===== config.mk =====
export PLATFORM = sky130hd
export DESIGN_NAME = ext_irq_conditioner
export DESIGN_NICKNAME = d
export VERILOG_FILES = /design/src/hdl/ext_irq_pkg.sv /design/src/hdl/irq_cfg_if.sv /design/src/hdl/ext_irq_conditioner.sv /design/src/hdl/irq_channel.sv
export SDC_FILE = /design/constraint.sdc
export NUM_CORES = 1
export LEC_CHECK = 0
export ABC_AREA = 1
export BUFFER_PORTS_ARGS = -buffer_cell sky130_fd_sc_hd__buf_2
export CAP_MARGIN = 10
export CORE_ASPECT_RATIO = 0.5
export CORE_UTILIZATION = 52
export CTS_CLUSTER_SIZE = 8
export DETAILED_ROUTE_END_ITERATION = 10
export GPL_TIMING_DRIVEN = 0
export PLACE_DENSITY_LB_ADDON = 0.12
export SYNTH_ARGS = -nofsm -noshare
export SYNTH_HDL_FRONTEND = slang
export SYNTH_HIERARCHICAL = 1
export SYNTH_SLANG_ARGS = --single-unit
export TNS_END_PERCENT = 30

===== constraint.sdc =====
create_clock -name REF_CLK -period 3.9 [get_ports REF_CLK]
set_input_delay 0.39 -clock REF_CLK [delete_from_list [all_inputs] [get_ports REF_CLK]]
set_output_delay 0.39 -clock REF_CLK [all_outputs]
set_load 0.02 [all_outputs]

===== src/hdl/ext_irq_pkg.sv =====
// package: register map, field layout and reset values of the external interrupt conditioner
package ext_irq_pkg;
    localparam int          PORT_WIDTH      = 8;
    localparam int          ADDR_WIDTH      = 8;
    localparam int          DATA_WIDTH      = 32;
    // register byte addresses
    localparam logic [7:0]  ADDR_PIN_POL    = 8'hE4;
    localparam logic [7:0]  ADDR_TCTRL      = 8'h88;
    localparam logic [7:0]  ADDR_IRQ_STATUS = 8'h90;
    localparam logic [7:0]  ADDR_IRQ_ENABLE = 8'h94;
    localparam logic [7:0]  ADDR_IRQ_CLEAR  = 8'h98;
    localparam logic [7:0]  ADDR_VECTOR_ACK = 8'h9C;
    // pin/polarity configuration fields
    localparam int          POS_B_POL       = 7;
    localparam int          POS_B_SEL       = 4;
    localparam int          POS_A_POL       = 3;
    localparam int          POS_A_SEL       = 0;
    localparam int          SEL_WIDTH       = 3;
    localparam logic [7:0]  PIN_POL_RESET   = 8'h01;
    // timer control fields
    localparam int          POS_A_EDGE      = 0;
    localparam int          POS_A_PEND      = 1;
    localparam int          POS_B_EDGE      = 2;
    localparam int          POS_B_PEND      = 3;
    localparam logic [7:0]  TCTRL_RESET     = 8'h00;
    // status layout: bit 0 input a event, bit 1 input b event
    localparam int          NUM_IRQ         = 2;
    localparam logic [1:0]  RESP_OKAY       = 2'h0;
    localparam logic [1:0]  RESP_SLVERR     = 2'h2;
endpackage : ext_irq_pkg


===== src/hdl/irq_cfg_if.sv =====
// interface: per-input configuration and pending flags between the top and the channel
`timescale 1ns/1ps
`default_nettype none
interface irq_cfg_if;
    import ext_irq_pkg::*;
    logic [SEL_WIDTH-1:0]  pin_select;
    logic                  polarity;
    logic                  edge_mode;
    logic                  vector_ack;
    logic                  pending;
    logic                  edge_event;
    modport ctrl (output pin_select, output polarity, output edge_mode, output vector_ack,
                  input pending, input edge_event);
    modport chan (input pin_select, input polarity, input edge_mode, input vector_ack,
                  output pending, output edge_event);
endinterface : irq_cfg_if
`default_nettype wire


===== src/hdl/ext_irq_conditioner.sv =====
// top: external interrupt conditioner with axi4-lite registers
// Notes on behaviour
// - polarity bit per input: 0 low, 1 high
// - sensitivity bit: 1 edge, 0 level
// - three-bit field selects port 0 pin
// - pin monitoring never disturbs crossbar peripherals
// - pending flags at timer control bits 1,3
// - edge mode: vectoring clears the pending flag
// - level mode: flag follows active input level
`timescale 1ns/1ps
`default_nettype none
module ext_irq_conditioner
    import ext_irq_pkg::*;
(
    // clock and reset
    input  wire logic                   REF_CLK,
    input  wire logic                   RST_B,
    // port 0 pins
    input  wire logic [PORT_WIDTH-1:0]  PORT0_PINS,
    // cpu vectoring strobes, same clock
    input  wire logic                   VECTOR_A,
    input  wire logic                   VECTOR_B,
    // pending flags to the cpu
    output logic                        IRQ_A_PENDING,
    output logic                        IRQ_B_PENDING,
    output logic                        IRQ,
    // axi4-lite write address
    input  wire logic                   S_AXI_AWVALID,
    output logic                        S_AXI_AWREADY,
    input  wire logic [ADDR_WIDTH-1:0]  S_AXI_AWADDR,
    // axi4-lite write data
    input  wire logic                   S_AXI_WVALID,
    output logic                        S_AXI_WREADY,
    input  wire logic [DATA_WIDTH-1:0]  S_AXI_WDATA,
    input  wire logic [3:0]             S_AXI_WSTRB,
    // axi4-lite write response
    output logic                        S_AXI_BVALID,
    input  wire logic                   S_AXI_BREADY,
    output logic [1:0]                  S_AXI_BRESP,
    // axi4-lite read address
    input  wire logic                   S_AXI_ARVALID,
    output logic                        S_AXI_ARREADY,
    input  wire logic [ADDR_WIDTH-1:0]  S_AXI_ARADDR,
    // axi4-lite read data
    output logic                        S_AXI_RVALID,
    input  wire logic                   S_AXI_RREADY,
    output logic [DATA_WIDTH-1:0]       S_AXI_RDATA,
    output logic [1:0]                  S_AXI_RRESP
);
    function automatic logic mapped(input logic [ADDR_WIDTH-1:0] a);
        mapped = (a == ADDR_PIN_POL) || (a == ADDR_TCTRL) || (a == ADDR_IRQ_STATUS)
              || (a == ADDR_IRQ_ENABLE) || (a == ADDR_IRQ_CLEAR) || (a == ADDR_VECTOR_ACK);
    endfunction

    logic [PORT_WIDTH-1:0]  pins_meta_q;
    logic [PORT_WIDTH-1:0]  pins_sync_q;
    logic [7:0]             pin_pol_q;
    logic [1:0]             edge_mode_q;
    logic [NUM_IRQ-1:0]     status_q;
    logic [NUM_IRQ-1:0]     enable_q;
    logic [NUM_IRQ-1:0]     soft_ack_q;
    logic [NUM_IRQ-1:0]     pend;
    logic [NUM_IRQ-1:0]     evt;
    logic                   aw_held_q;
    logic                   w_held_q;
    logic [ADDR_WIDTH-1:0]  awaddr_q;
    logic [DATA_WIDTH-1:0]  wdata_q;
    logic [3:0]             wstrb_q;
    logic                   wr_commit;
    logic [7:0]             tctrl;

    irq_cfg_if cfg_a ();
    irq_cfg_if cfg_b ();

    // two-flop synchroniser: pins are asynchronous to REF_CLK
    always_ff @(posedge REF_CLK or negedge RST_B) begin
        if (!RST_B) begin
            // idle-high reset level: the active-low reset config sees no false request
            pins_meta_q <= '1;
            pins_sync_q <= '1;
        end else begin
            pins_meta_q <= PORT0_PINS;
            pins_sync_q <= pins_meta_q;
        end
    end

    assign cfg_a.pin_select = pin_pol_q[POS_A_SEL +: SEL_WIDTH];
    assign cfg_a.polarity   = pin_pol_q[POS_A_POL];
    assign cfg_a.edge_mode  = edge_mode_q[0];
    assign cfg_a.vector_ack = VECTOR_A | soft_ack_q[0];
    assign cfg_b.pin_select = pin_pol_q[POS_B_SEL +: SEL_WIDTH];
    assign cfg_b.polarity   = pin_pol_q[POS_B_POL];
    assign cfg_b.edge_mode  = edge_mode_q[1];
    assign cfg_b.vector_ack = VECTOR_B | soft_ack_q[1];
    assign pend             = {cfg_b.pending, cfg_a.pending};
    assign evt              = {cfg_b.edge_event, cfg_a.edge_event};

    irq_channel u_chan_a (
        .clk       (REF_CLK),
        .rst_b     (RST_B),
        .pins_sync (pins_sync_q),
        .cfg       (cfg_a)
    );

    irq_channel u_chan_b (
        .clk       (REF_CLK),
        .rst_b     (RST_B),
        .pins_sync (pins_sync_q),
        .cfg       (cfg_b)
    );

    // write channel: address and data accepted independently, in either order
    assign wr_commit = aw_held_q && w_held_q && !S_AXI_BVALID;

    always_ff @(posedge REF_CLK or negedge RST_B) begin
        if (!RST_B) begin
            aw_held_q     <= 1'b0;
            w_held_q      <= 1'b0;
            awaddr_q      <= '0;
            wdata_q       <= '0;
            wstrb_q       <= '0;
            S_AXI_AWREADY <= 1'b0;
            S_AXI_WREADY  <= 1'b0;
            S_AXI_BVALID  <= 1'b0;
            S_AXI_BRESP   <= RESP_OKAY;
        end else begin
            S_AXI_AWREADY <= S_AXI_AWVALID && !S_AXI_AWREADY && !aw_held_q && !S_AXI_BVALID;
            S_AXI_WREADY  <= S_AXI_WVALID && !S_AXI_WREADY && !w_held_q && !S_AXI_BVALID;
            if (S_AXI_AWVALID && S_AXI_AWREADY) begin
                aw_held_q <= 1'b1;
                awaddr_q  <= S_AXI_AWADDR;
            end
            if (S_AXI_WVALID && S_AXI_WREADY) begin
                w_held_q <= 1'b1;
                wdata_q  <= S_AXI_WDATA;
                wstrb_q  <= S_AXI_WSTRB;
            end
            if (wr_commit) begin
                aw_held_q    <= 1'b0;
                w_held_q     <= 1'b0;
                S_AXI_BVALID <= 1'b1;
                S_AXI_BRESP  <= mapped(awaddr_q) ? RESP_OKAY : RESP_SLVERR;
            end else if (S_AXI_BVALID && S_AXI_BREADY) begin
                S_AXI_BVALID <= 1'b0;
            end
        end
    end

    // registers are written only once both halves sit in the holding flops
    always_ff @(posedge REF_CLK or negedge RST_B) begin
        if (!RST_B) begin
            pin_pol_q   <= PIN_POL_RESET;
            edge_mode_q <= '0;
            enable_q    <= '0;
            soft_ack_q  <= '0;
        end else begin
            soft_ack_q <= '0;
            if (wr_commit && wstrb_q[0]) begin
                unique case (awaddr_q)
                    ADDR_PIN_POL:    pin_pol_q   <= wdata_q[7:0];
                    ADDR_TCTRL:      edge_mode_q <= {wdata_q[POS_B_EDGE], wdata_q[POS_A_EDGE]};
                    ADDR_IRQ_ENABLE: enable_q    <= wdata_q[NUM_IRQ-1:0];
                    ADDR_VECTOR_ACK: soft_ack_q  <= wdata_q[NUM_IRQ-1:0];
                    default:         ;
                endcase
            end
        end
    end

    // sticky status: a new event in the clearing cycle wins
    always_ff @(posedge REF_CLK or negedge RST_B) begin
        if (!RST_B) begin
            status_q <= '0;
        end else begin
            for (int i = 0; i < NUM_IRQ; i++) begin
                if (evt[i]) begin
                    status_q[i] <= 1'b1;
                end else if (wr_commit && wstrb_q[0] && awaddr_q == ADDR_IRQ_CLEAR && wdata_q[i]) begin
                    status_q[i] <= 1'b0;
                end
            end
        end
    end

    always_ff @(posedge REF_CLK or negedge RST_B) begin
        if (!RST_B) begin
            IRQ_A_PENDING <= 1'b0;
            IRQ_B_PENDING <= 1'b0;
            IRQ           <= 1'b0;
        end else begin
            IRQ_A_PENDING <= pend[0];
            IRQ_B_PENDING <= pend[1];
            IRQ           <= |(status_q & enable_q);
        end
    end

    always_comb begin
        tctrl             = TCTRL_RESET;
        tctrl[POS_A_EDGE] = edge_mode_q[0];
        tctrl[POS_A_PEND] = pend[0];
        tctrl[POS_B_EDGE] = edge_mode_q[1];
        tctrl[POS_B_PEND] = pend[1];
    end

    // read channel: one cycle to accept, data the next
    always_ff @(posedge REF_CLK or negedge RST_B) begin
        if (!RST_B) begin
            S_AXI_ARREADY <= 1'b0;
            S_AXI_RVALID  <= 1'b0;
            S_AXI_RDATA   <= '0;
            S_AXI_RRESP   <= RESP_OKAY;
        end else begin
            S_AXI_ARREADY <= !S_AXI_ARREADY && !S_AXI_RVALID && S_AXI_ARVALID;
            if (S_AXI_ARVALID && S_AXI_ARREADY) begin
                S_AXI_RVALID <= 1'b1;
                S_AXI_RRESP  <= mapped(S_AXI_ARADDR) ? RESP_OKAY : RESP_SLVERR;
                S_AXI_RDATA  <= '0;
                unique case (S_AXI_ARADDR)
                    ADDR_PIN_POL:    S_AXI_RDATA[7:0]         <= pin_pol_q;
                    ADDR_TCTRL:      S_AXI_RDATA[7:0]         <= tctrl;
                    ADDR_IRQ_STATUS: S_AXI_RDATA[NUM_IRQ-1:0] <= status_q;
                    ADDR_IRQ_ENABLE: S_AXI_RDATA[NUM_IRQ-1:0] <= enable_q;
                    default:         ;
                endcase
            end else if (S_AXI_RVALID && S_AXI_RREADY) begin
                S_AXI_RVALID <= 1'b0;
            end
        end
    end

endmodule : ext_irq_conditioner
`default_nettype wire


===== src/hdl/irq_channel.sv =====
// one external interrupt channel: pin select, polarity, edge/level detect, pending flag
`timescale 1ns/1ps
`default_nettype none
module irq_channel
    import ext_irq_pkg::*;
(
    // clock and reset
    input  wire logic                   clk,
    input  wire logic                   rst_b,
    // synchronised port 0 pins
    input  wire logic [PORT_WIDTH-1:0]  pins_sync,
    // configuration and flags
    irq_cfg_if.chan                     cfg
);
    logic active;
    logic active_q;
    logic pend_q;

    // pins are only read, so whatever the crossbar routes to them is untouched
    assign active = pins_sync[cfg.pin_select] ~^ cfg.polarity;

    always_ff @(posedge clk or negedge rst_b) begin
        if (!rst_b) begin
            active_q <= 1'b0;
        end else begin
            active_q <= active;
        end
    end

    // a new edge in the vectoring cycle wins over the clear
    always_ff @(posedge clk or negedge rst_b) begin
        if (!rst_b) begin
            pend_q <= 1'b0;
        end else if (cfg.edge_mode) begin
            if (active && !active_q) begin
                pend_q <= 1'b1;
            end else if (cfg.vector_ack) begin
                pend_q <= 1'b0;
            end
        end else begin
            pend_q <= active;
        end
    end

    assign cfg.pending    = pend_q;
    // status sees inactive-to-active transitions in either mode
    assign cfg.edge_event = active && !active_q;
endmodule : irq_channel
`default_nettype wire


==> results of run 1 <==
[cell usage after synthesis (all sizes together), types with 3 or more instances]
library cell	n	area (sq um)
nand3	31	185.2
or2	4	30.03
o31ai	4	30.03
nor2	19	96.34
buf	27	206.5
dfstp	17	446.7
clkbuf	3	11.26
o21ai	29	152.7
dfrtp	56	1401
nand3b	3	22.52
nand2	111	426.7
inv	58	217.7
nand4	5	31.28
[power by group]
part           internal [W]  switching (W)
Clock              0.000448       0.000310
Combinational      0.000150       0.000277
Sequential         0.000909       0.000105
[sequential cells by signal (all words and copies together) (netlist names), 2 cells and up]
register     flops
edge_mode_q      2
pins_meta_q      8
pins_sync_q      8
status_q         2
S_AXI_RDATA      8
awaddr_q         8
pin_pol_q        8
soft_ack_q       2
enable_q         2
wdata_q          8
[stage by stage]
stage / area (sq um) / setup WS (ps) / utilization
after floorplan: 3412 / 2536 / -
after CTS: 4101 / 2487 / 0.6717
after global routing: 4101 / 2323 / 0.6717
after detailed placement: 3820 / 2456 / 0.6256
final: 4101 / 2484 / 0.6717
after global placement: 3817 / 2109 / 0.6252
[layer usage]
layer / vias to the layer above / GRT usage
li1: 1320 / -
met1: 1207 / 0.3040
met2: 94 / 0.3339
met3: 10 / 0.07312
met4: 0 / 0.06308
met5: - / 0
[worst max-delay path, cell delays in order (launching register included)]
cell and delay [ps]:
dfrtp_1 410, inv_1 90, nand3_2 130, nor2_2 170
inv_2 110, or2_4 280, nand2_1 60, o21ai_1 50
[cells by family after synthesis]
kind of cell / share of synthesized area
buf+inv: 0.1312
compound gates: 0.06297
other cells: 0.001130
simple gates: 0.2477
flops: 0.5569
[final cells by class]
type,instances,area share
tap,88,0.02685
clock inverter,6,0.01037
timing repair buffer,59,0.07261
sequential,73,0.4506
clock buffer,10,0.05827
multi-input combinational,241,0.2752
buffer,30,0.05308
inverter,58,0.05308
[cells in the final DEF, fill, tap and decap left out]
cell type / instances
nor3b_1: 1
dfrtp_1: 56
buf_4: 27
nor4_1: 2
nand3_1: 25
clkinvlp_4: 2
nand2_1: 107
o21ai_0: 25
nand3_2: 6
or2_4: 2
nand2_2: 4
o21ai_2: 2
clkbuf_8: 1
inv_2: 3
nor2_1: 13
o31ai_1: 4
nor2_2: 4
inv_1: 55
o21ai_1: 2
nor3_1: 2
a21oi_1: 1
clkbuf_1: 3
nor2_4: 2
or2_2: 2
nand4_1: 5
nand3b_1: 3
dfstp_2: 17
clkinv_4: 1
clkbuf_16: 9
a22o_1: 1
buf_2: 58
buf_6: 1
a31oi_1: 2
inv_6: 1
conb_1: 26
clkinv_2: 2
[how the worst max path moves through the flow]
stage	from	end	depth (start not counted)
floorplan	S_AXI_BVALID$_DFFE_PN0P_	edge_mode_q[0]$_DFFE_PN0P_	7
global placement	RST_B	awaddr_q[2]$_DFFE_PN0P_	1
detailed placement	S_AXI_ARADDR[3]	S_AXI_RRESP[1]$_DFFE_PN0P_	7
CTS	S_AXI_BVALID$_DFFE_PN0P_	edge_mode_q[0]$_DFFE_PN0P_	7
global route	S_AXI_BVALID$_DFFE_PN0P_	pin_pol_q[7]$_DFFE_PN0P_	7
finish	S_AXI_BVALID$_DFFE_PN0P_	edge_mode_q[0]$_DFFE_PN0P_	7
==> results.sh, run 1 <==
export IMPL_status="completed"
export IMPL_place_hpwl_mm=5.110
export IMPL_reg2reg_from="S_AXI_BVALID$_DFFE_PN0P_"
export IMPL_htreeDepth=3
export IMPL_rows=20
export IMPL_wl_per_cell_um=12.13
export IMPL_synth_area_sq_um=3318
export IMPL_synth_edf_count=0
export IMPL_coreArea_sq_um=6106
export IMPL_grt_max_degree=74
export IMPL_post_cts_buffers=0
export IMPL_wl_mm=6.851
export IMPL_power_leakage_nw=2.182
export IMPL_drc_errors=0
export IMPL_cts_made_buffers=9
export IMPL_cts_tree="done"
export IMPL_vias_per_cell=4.657
export IMPL_grt_pass1_wl_mm=11.00
export IMPL_die_y_um=58.49
export IMPL_start_kind="flop"
export IMPL_drt_iter0_drc=99
export IMPL_crit_arrival_ps=1630
export IMPL_wl_met3_um=527
export IMPL_drv_slew=0
export IMPL_gr_total_overflow=0
export IMPL_drive_above_1_share=0.3019
export IMPL_max_slew_worst_pin_slew_ps=893.7
export IMPL_grt_pass1_vias=2358
export IMPL_setup_viol_count_final=0
export IMPL_crit_fanout=8
export IMPL_diodes=0
export IMPL_rr_endpoint="edge_mode_q[0]$_DFFE_PN0P_"
export IMPL_synthCells=377
export IMPL_final_cells=565
export IMPL_die_x_um=115.0
export IMPL_cts_sinks=73
export IMPL_ioPinCount=113
export IMPL_synth_ff_type="dfrtp_1"
export IMPL_multi_input_area_sq_um=1129
export IMPL_ant_nets=0
export IMPL_async_reset_ff_frac=1.000
export IMPL_holdBufCountCts=0
export IMPL_finalSetupTns_ps=0
export IMPL_wl_met2_mm=2.913
export IMPL_power_total_w=0.002200
export IMPL_start_util=0.5434
export IMPL_antenna_found_initial=0
export IMPL_grt_setup_unrepaired="false"
export IMPL_required_ps=4110
export IMPL_fin_skew_ps=6.290
export IMPL_cap_viol_max_count=0
export IMPL_ys_warn_count=6
export IMPL_seqCellArea_sq_um=1848
export IMPL_endpoint_kind="flop"
export IMPL_timing_final_crit_share=0.3630
export IMPL_ir_worst_vdd_mv=0.3796
export IMPL_finalHoldViolCount=0
export IMPL_hold_start="PORT0_PINS[6]"
export IMPL_ys_seq_area_frac=0.5569
export IMPL_vias=2631
export IMPL_synth_ff_latch_count=73
export IMPL_port_buffer_count=59
export IMPL_cts_resized=0
export IMPL_dieArea_sq_um=6724
export IMPL_cts_root_buffer="clkbuf_16"
export IMPL_clock_fmax_mhz=706.4
export IMPL_relSlewSlack=0.4042
export IMPL_track_usage=0.2197
export IMPL_r2r_cells=7
export IMPL_fin_crit_ps=1416
export IMPL_path_class="flop to flop"
export IMPL_cellPowerDensity_nw_per_um2=536.3
export IMPL_synth_avg_cell_area_sq_um=8.802
export IMPL_dp_cells=549
export IMPL_synthDistinctLibCells=29
export IMPL_hold_slack_ps=156.1
export IMPL_min_to="pins_meta_q[6]$_DFF_PN1_"
export IMPL_holdPathStages=1
export IMPL_drt_pass1_iterations=4
export IMPL_wl_met1_mm=3.357
export IMPL_r2r_setup_slack_ps=2480
export IMPL_clk_path_buf_depth=2
export IMPL_area_delta_synth_final_pct=23.60
export IMPL_nFillCells=530
export IMPL_hold_path_class="primary input to flop"
export IMPL_nNetsFinal=541
export IMPL_gp_congestion=0.8071
export IMPL_top_layer="met4"
export IMPL_clk_latency_ps=330
export IMPL_clk_pin_slew_worst_paths_ps=60
(Power assumes the default switching activity.)
==> run 2, diff against run 1 <==
CORE_UTILIZATION = 45   (was 52)
clock period = 1.2 ns   (was 3.9 ns; I/O delays follow)
==> run 2 against run 1 <==
The flow now finishes with violations (negative setup slack). Clock skew is 1.0 ps higher. Via count increased by 3.5%. Clock power rose to 3.2 times the previous value. Highest routed layer unchanged. Critical path depth grew 1. Largest cell class unchanged.
==> results.sh, run 2 (synthesis gave the netlist of run 1 again) <==
export IMPL_drv_slew=0
export IMPL_holdPathStages=3
export IMPL_globalRouteMet2Util=0.2828
export IMPL_hold_path_class="primary input to flop"
export IMPL_grt_util_met1=0.2998
export IMPL_gr_total_overflow=0
export IMPL_final_cells=611
export IMPL_start_kind="flop"
export IMPL_clock_fmax_mhz=735.4
export IMPL_setup_viol_count_final=18
export IMPL_die_y_um=62.72
export IMPL_use_met3=0.07482
export IMPL_vias_per_cell=4.458
export IMPL_power_leakage_nw=2.403
export IMPL_fin_crit_ps=1360
export IMPL_cts_tree="done"
export IMPL_track_usage=0.2050
export IMPL_ant_nets=0
export IMPL_die_x_um=123.4
export IMPL_drc_errors=0
export IMPL_crit_fanout=7
export IMPL_dp_cells=554
export IMPL_nNetsFinal=583
export IMPL_grt_pass1_wl_mm=11.76
export IMPL_status="finished, violations left"
export IMPL_hold_start="S_AXI_WDATA[0]"
export IMPL_final_common_cell="nand2_1"
export IMPL_diodes=0
export IMPL_wl_mm=7.061
export IMPL_clk_latency_ps=340
export IMPL_cts_made_buffers=9
export IMPL_dieArea_sq_um=7742
export IMPL_clk_path_buf_depth=2
export IMPL_gr_max_usage_layer="met1"
export IMPL_path_class="flop to flop"
export IMPL_timing_final_crit_share=1.133
export IMPL_clk_pin_slew_worst_paths_ps=50
export IMPL_r2r_setup_slack_ps=-160
export IMPL_ir_worst_vdd_mv=1.059
export IMPL_drt_pass1_iterations=4
export IMPL_port_buffer_count=59
export IMPL_nFillCells=587
export IMPL_finalHoldViolCount=0
export IMPL_crit_arrival_ps=1580
export IMPL_place_hpwl_mm=4.946
export IMPL_crit_chain="nand2_1 > nand3_2 > nand3_2 > nand2_2 > nand2_2 > buf_4 > nand3_2 > nand2_1"
export IMPL_min_to="wdata_q[0]$_DFFE_PN0P_"
export IMPL_required_ps=1420
export IMPL_htreeDepth=3
export IMPL_setup_slack_ps=-159.7
export IMPL_r2r_cells=8
export IMPL_gp_congestion=0.7731
export IMPL_grt_pass1_vias=2442
export IMPL_endpoint_kind="flop"
export IMPL_cap_viol_max_count=0
export IMPL_grt_setup_unrepaired="true"
export IMPL_grt_max_degree=48
export IMPL_final_area_sq_um=4609
export IMPL_cts_root_buffer="clkbuf_16"
export IMPL_start_util=0.4802
export IMPL_vias=2724
export IMPL_crit_path_frequent_cell="nand3_2"
export IMPL_reg2reg_from="pin_pol_q[0]$_DFFE_PN1P_"
export IMPL_place_area_sq_um=3869
export IMPL_cts_sinks=73
export IMPL_area_delta_synth_final_pct=38.91
export IMPL_wl_per_cell_um=11.56
export IMPL_critPathSlowestCell="dfstp_2"
export IMPL_violations="negative setup slack"
export IMPL_critical_path_max_stage_delay_ps=600
export IMPL_drt_iter0_drc=147
export IMPL_mostFrequentLayoutCells="96 x nand2_1, 58 x buf_2, 54 x dfrtp_1, 53 x inv_1, 41 x buf_4"
export IMPL_ioPinCount=113
export IMPL_fin_skew_ps=7.296
export IMPL_coreArea_sq_um=6910
export IMPL_rr_endpoint="u_chan_a/cfg.pending$_DFFE_PN0P_"
export IMPL_antenna_found_initial=0
export IMPL_cellPowerDensity_nw_per_um2=1609
export IMPL_drive_above_1_share=0.3622
export IMPL_rows=21
[run 2: repair_timing]
item	in CTS	in global routing
resized for setup	20	19
pin swaps	9	10
gates cloned	1	0
setup buffers	4	10
endpoints found under the setup margin	35	34
hold buffers	26	0
endpoints found under the hold margin	51	0
[run 2: layout make-up]
class                   instances  area (sq um)  area share
clock inverters                 3         17.52    0.003800
plain buffers                  30         224.0     0.04859
well taps                      92         115.1     0.02497
inverters                      58         222.7     0.04832
flip-flops and latches         73          1851      0.4015
multi-input cells             241          1227      0.2663
repair buffers                101         701.9      0.1523
clock buffers                  13         250.2     0.05429
[run 2: worst max-delay path: cells and delay by family, from the launching register on]
family                 cells  cell delay (ps)
buffers and inverters      1              140
DFF                        1              600
and+or+nand+nor            7              510
[run 2: per-layer routing]
| layer | part of all wire | vias to the layer above | wire, um |
|---|---|---|---|
| met5 | 0 | - | 0 |
| met4 | 0.012 | 0 | 87 |
| met3 | 0.076 | 10 | 536 |
| met2 | 0.41 | 87 | 2910 |
| met1 | 0.50 | 1224 | 3526 |
| li1 | - | 1403 | - |
[run 2: through the flow]
stage	setup TNS [ps]	setup WS, ps	hold WS, ps	util	power, W
after floorplan	-615.0	-87.75	-175.6	-	0.004272
after global placement	-27810	-550.7	224.8	0.5555	0.004710
after detailed placement	-2795	-188.5	57.95	0.5598	0.004748
after CTS	-1816	-160.8	3.634	0.6493	0.007314
after global routing	-3541	-234.9	2.480	0.6670	0.007905
final	-1746	-159.7	4.863	0.6670	0.007415
[run 2: worst max-delay path by stage]
stage	start	to	slack, ps	cells after the start
after floorplan	S_AXI_BVALID$_DFFE_PN0P_	edge_mode_q[0]$_DFFE_PN0P_	-90	7
after global placement	RST_B	S_AXI_BVALID$_DFFE_PN0P_	-550	1
after detailed placement	awaddr_q[1]$_DFFE_PN0P_	pin_pol_q[6]$_DFFE_PN0P_	-190	7
after CTS	awaddr_q[0]$_DFFE_PN0P_	pin_pol_q[6]$_DFFE_PN0P_	-160	7
after global routing	awaddr_q[1]$_DFFE_PN0P_	pin_pol_q[1]$_DFFE_PN0P_	-230	6
final	pin_pol_q[0]$_DFFE_PN1P_	u_chan_a/cfg.pending$_DFFE_PN0P_	-160	8
[run 2: where the power goes]
part / total [W] / leakage [nW] / switching [W] / internal, W
combinational: 0.00169 / 1.38 / 0.000975 / 0.000716
sequential: 0.00332 / 0.889 / 0.000362 / 0.00296
clock: 0.00240 / 0.130 / 0.000956 / 0.00145
==> run 3, diff against run 2 <==
MAX_ROUTING_LAYER = met4   (was not set)
==> run 3 against run 2 <==
The flow still finishes with violations (negative setup slack). Clock power about the same. First-iteration DRC count up 4.8%. Sequential power about the same. Core utilization unchanged. Largest power group unchanged.
==> results.sh, run 3 (synthesis gave the netlist of run 1 again) <==
export IMPL_drt_iter0_drc=154
export IMPL_p_clk_frac=0.324
export IMPL_r2r_setup_slack_ps=-160
export IMPL_cts_tree="done"
export IMPL_track_usage=0.2107
export IMPL_cellPowerDensity_nw_per_um2=1608
export IMPL_grt_pass1_wl_mm=11.77
export IMPL_ant_nets=0
export IMPL_final_common_cell="nand2_1"
export IMPL_die_x_um=123.4
export IMPL_mostFrequentLayoutCells="96 x nand2_1, 58 x buf_2, 54 x dfrtp_1, 53 x inv_1, 41 x buf_4"
export IMPL_path_class="flop to flop"
export IMPL_finalSetupTns_ps=-1763
export IMPL_fin_crit_ps=1358
export IMPL_ioPinCount=113
export IMPL_p_int_w=0.005123
export IMPL_gp_congestion=0.7836
export IMPL_endpoint_kind="flop"
export IMPL_place_hpwl_mm=4.946
export IMPL_ir_worst_vdd_mv=1.060
export IMPL_cts_made_buffers=9
export IMPL_finalHoldViolCount=0
export IMPL_path_buf_inv=1
export IMPL_nNetsFinal=583
export IMPL_wl_per_cell_um=11.52
export IMPL_clk_path_buf_depth=2
export IMPL_required_ps=1420
export IMPL_seqPwrFrac=0.448
export IMPL_drv_slew=0
export IMPL_dieArea_sq_um=7742
export IMPL_grt_pass1_vias=2443
export IMPL_drt_pass1_iterations=5
export IMPL_fin_skew_ps=6.217
export IMPL_cap_viol_max_count=0
export IMPL_clock_fmax_mhz=736.6
export IMPL_hold_path_class="primary input to flop"
export IMPL_diodes=0
export IMPL_coreArea_sq_um=6910
export IMPL_crit_path_frequent_cell="nand3_2"
export IMPL_setup_slack_ps=-157.7
export IMPL_area_delta_synth_final_pct=38.91
export IMPL_critPathSlowestCell="dfstp_2"
export IMPL_crit_chain="nand2_1 > nand3_2 > nand3_2 > nand2_2 > nand2_2 > buf_4 > nand3_2 > nand2_1"
export IMPL_crit_arrival_ps=1580
export IMPL_rows=21
export IMPL_die_y_um=62.72
export IMPL_cts_root_buffer="clkbuf_16"
export IMPL_htreeDepth=3
export IMPL_critical_path_top_delay_family="flip-flops"
export IMPL_final_util=0.6670
export IMPL_power_switching_w=0.002288
export IMPL_drive_above_1_share=0.3622
export IMPL_swShare=0.3087
export IMPL_grt_max_degree=48
export IMPL_clk_pin_slew_worst_paths_ps=50
export IMPL_p_comb_frac=0.228
export IMPL_timing_final_crit_share=1.131
export IMPL_antenna_found_initial=0
export IMPL_drc_errors=0
export IMPL_violations="negative setup slack"
export IMPL_gr_total_overflow=0
export IMPL_critical_path_max_stage_delay_ps=600
export IMPL_setup_viol_count_final=18
export IMPL_power_leakage_nw=2.403
export IMPL_crit_fanout=7
export IMPL_vias=2729
export IMPL_grt_setup_unrepaired="true"
export IMPL_port_buffer_count=59
export IMPL_start_kind="flop"
export IMPL_wl_mm=7.041
export IMPL_start_util=0.4802
export IMPL_clk_latency_ps=340
export IMPL_vias_per_cell=4.466
export IMPL_cts_sinks=73
export IMPL_status="finished, violations left"
[run 3: metal layers]
| layer | GRT usage | routed length [um] | vias to the layer above | share of wire |
|---|---|---|---|---|
| met5 | - | 0 | - | 0 |
| met4 | 0.05873 | 63 | 0 | 0.0089 |
| met1 | 0.3016 | 3530 | 1226 | 0.50 |
| li1 | - | - | 1406 | - |
| met3 | 0.07026 | 514 | 8 | 0.073 |
| met2 | 0.2828 | 2932 | 89 | 0.42 |
[run 3: what timing repair did]
| item | 4_1_cts | 5_1_grt |
|---|---|---|
| buffers inserted | 4 | 10 |
| resized for setup | 20 | 19 |
| pin swaps | 9 | 10 |
| hold buffers | 26 | 0 |
| cloned | 1 | 0 |
| hold endpoints to repair | 51 | 0 |
| endpoints found under the setup margin | 35 | 34 |
[run 3: final cells by class]
cell class,count,area (sq um)
multi-input cells,241,1227
fillers,587,2301
clock inverters,3,17.52
well taps,92,115.1
inverters,58,222.7
repair buffers,101,701.9
plain buffers,30,224.0
flip-flops and latches,73,1851
clock buffers,13,250.2
[run 3: power by group through the flow]
stage / Sequential (W) / Combinational [W] / Clock [W]
6_report: 0.00332 / 0.00169 / 0.00240
5_1_grt: 0.00339 / 0.00193 / 0.00258
4_1_cts: 0.00331 / 0.00156 / 0.00244
3_5_place_dp: 0.00333 / 0.00142 / 0
3_3_place_gp: 0.00332 / 0.00139 / 0
2_1_floorplan: 0.00339 / 0.000883 / 0
[run 3: worst min-delay path: cells and delay by family]
kind | cells | cell delay, ps
AO/OA/AOI/OAI | 1 | 60
buffers and inverters | 1 | 70
AND/OR/NAND/NOR | 1 | 40
[run 3: through the flow]
step / hold slack (ps) / total power (W) / worst slack (ps) / instance area (sq um) / std cells
final: 5.512 / 0.007411 / -157.7 / 4609 / 611
after global routing: 4.189 / 0.007901 / -234.1 / 4609 / 611
after CTS: 3.634 / 0.007314 / -160.8 / 4487 / 601
after detailed placement: 57.95 / 0.004748 / -188.5 / 3869 / 554
after global placement: 224.8 / 0.004710 / -550.7 / 3839 / 553
after floorplan: -175.6 / 0.004272 / -87.75 / 3428 / 402
[run 3: final timing paths]
kind                                          start                               end  cells after the start
min in group asynchronous                     RST_B           awaddr_q[0]$_DFFE_PN0P_                      2
setup reg to reg           pin_pol_q[0]$_DFFE_PN1P_  u_chan_a/cfg.pending$_DFFE_PN0P_                      8
hold reg to reg            pins_meta_q[6]$_DFF_PN1_          pins_sync_q[6]$_DFF_PN1_                      0
setup / recovery           pin_pol_q[0]$_DFFE_PN1P_  u_chan_a/cfg.pending$_DFFE_PN0P_                      8
max in group asynchronous                     RST_B          pins_sync_q[4]$_DFF_PN1_                      3
hold / removal                       S_AXI_WDATA[0]            wdata_q[0]$_DFFE_PN0P_                      3
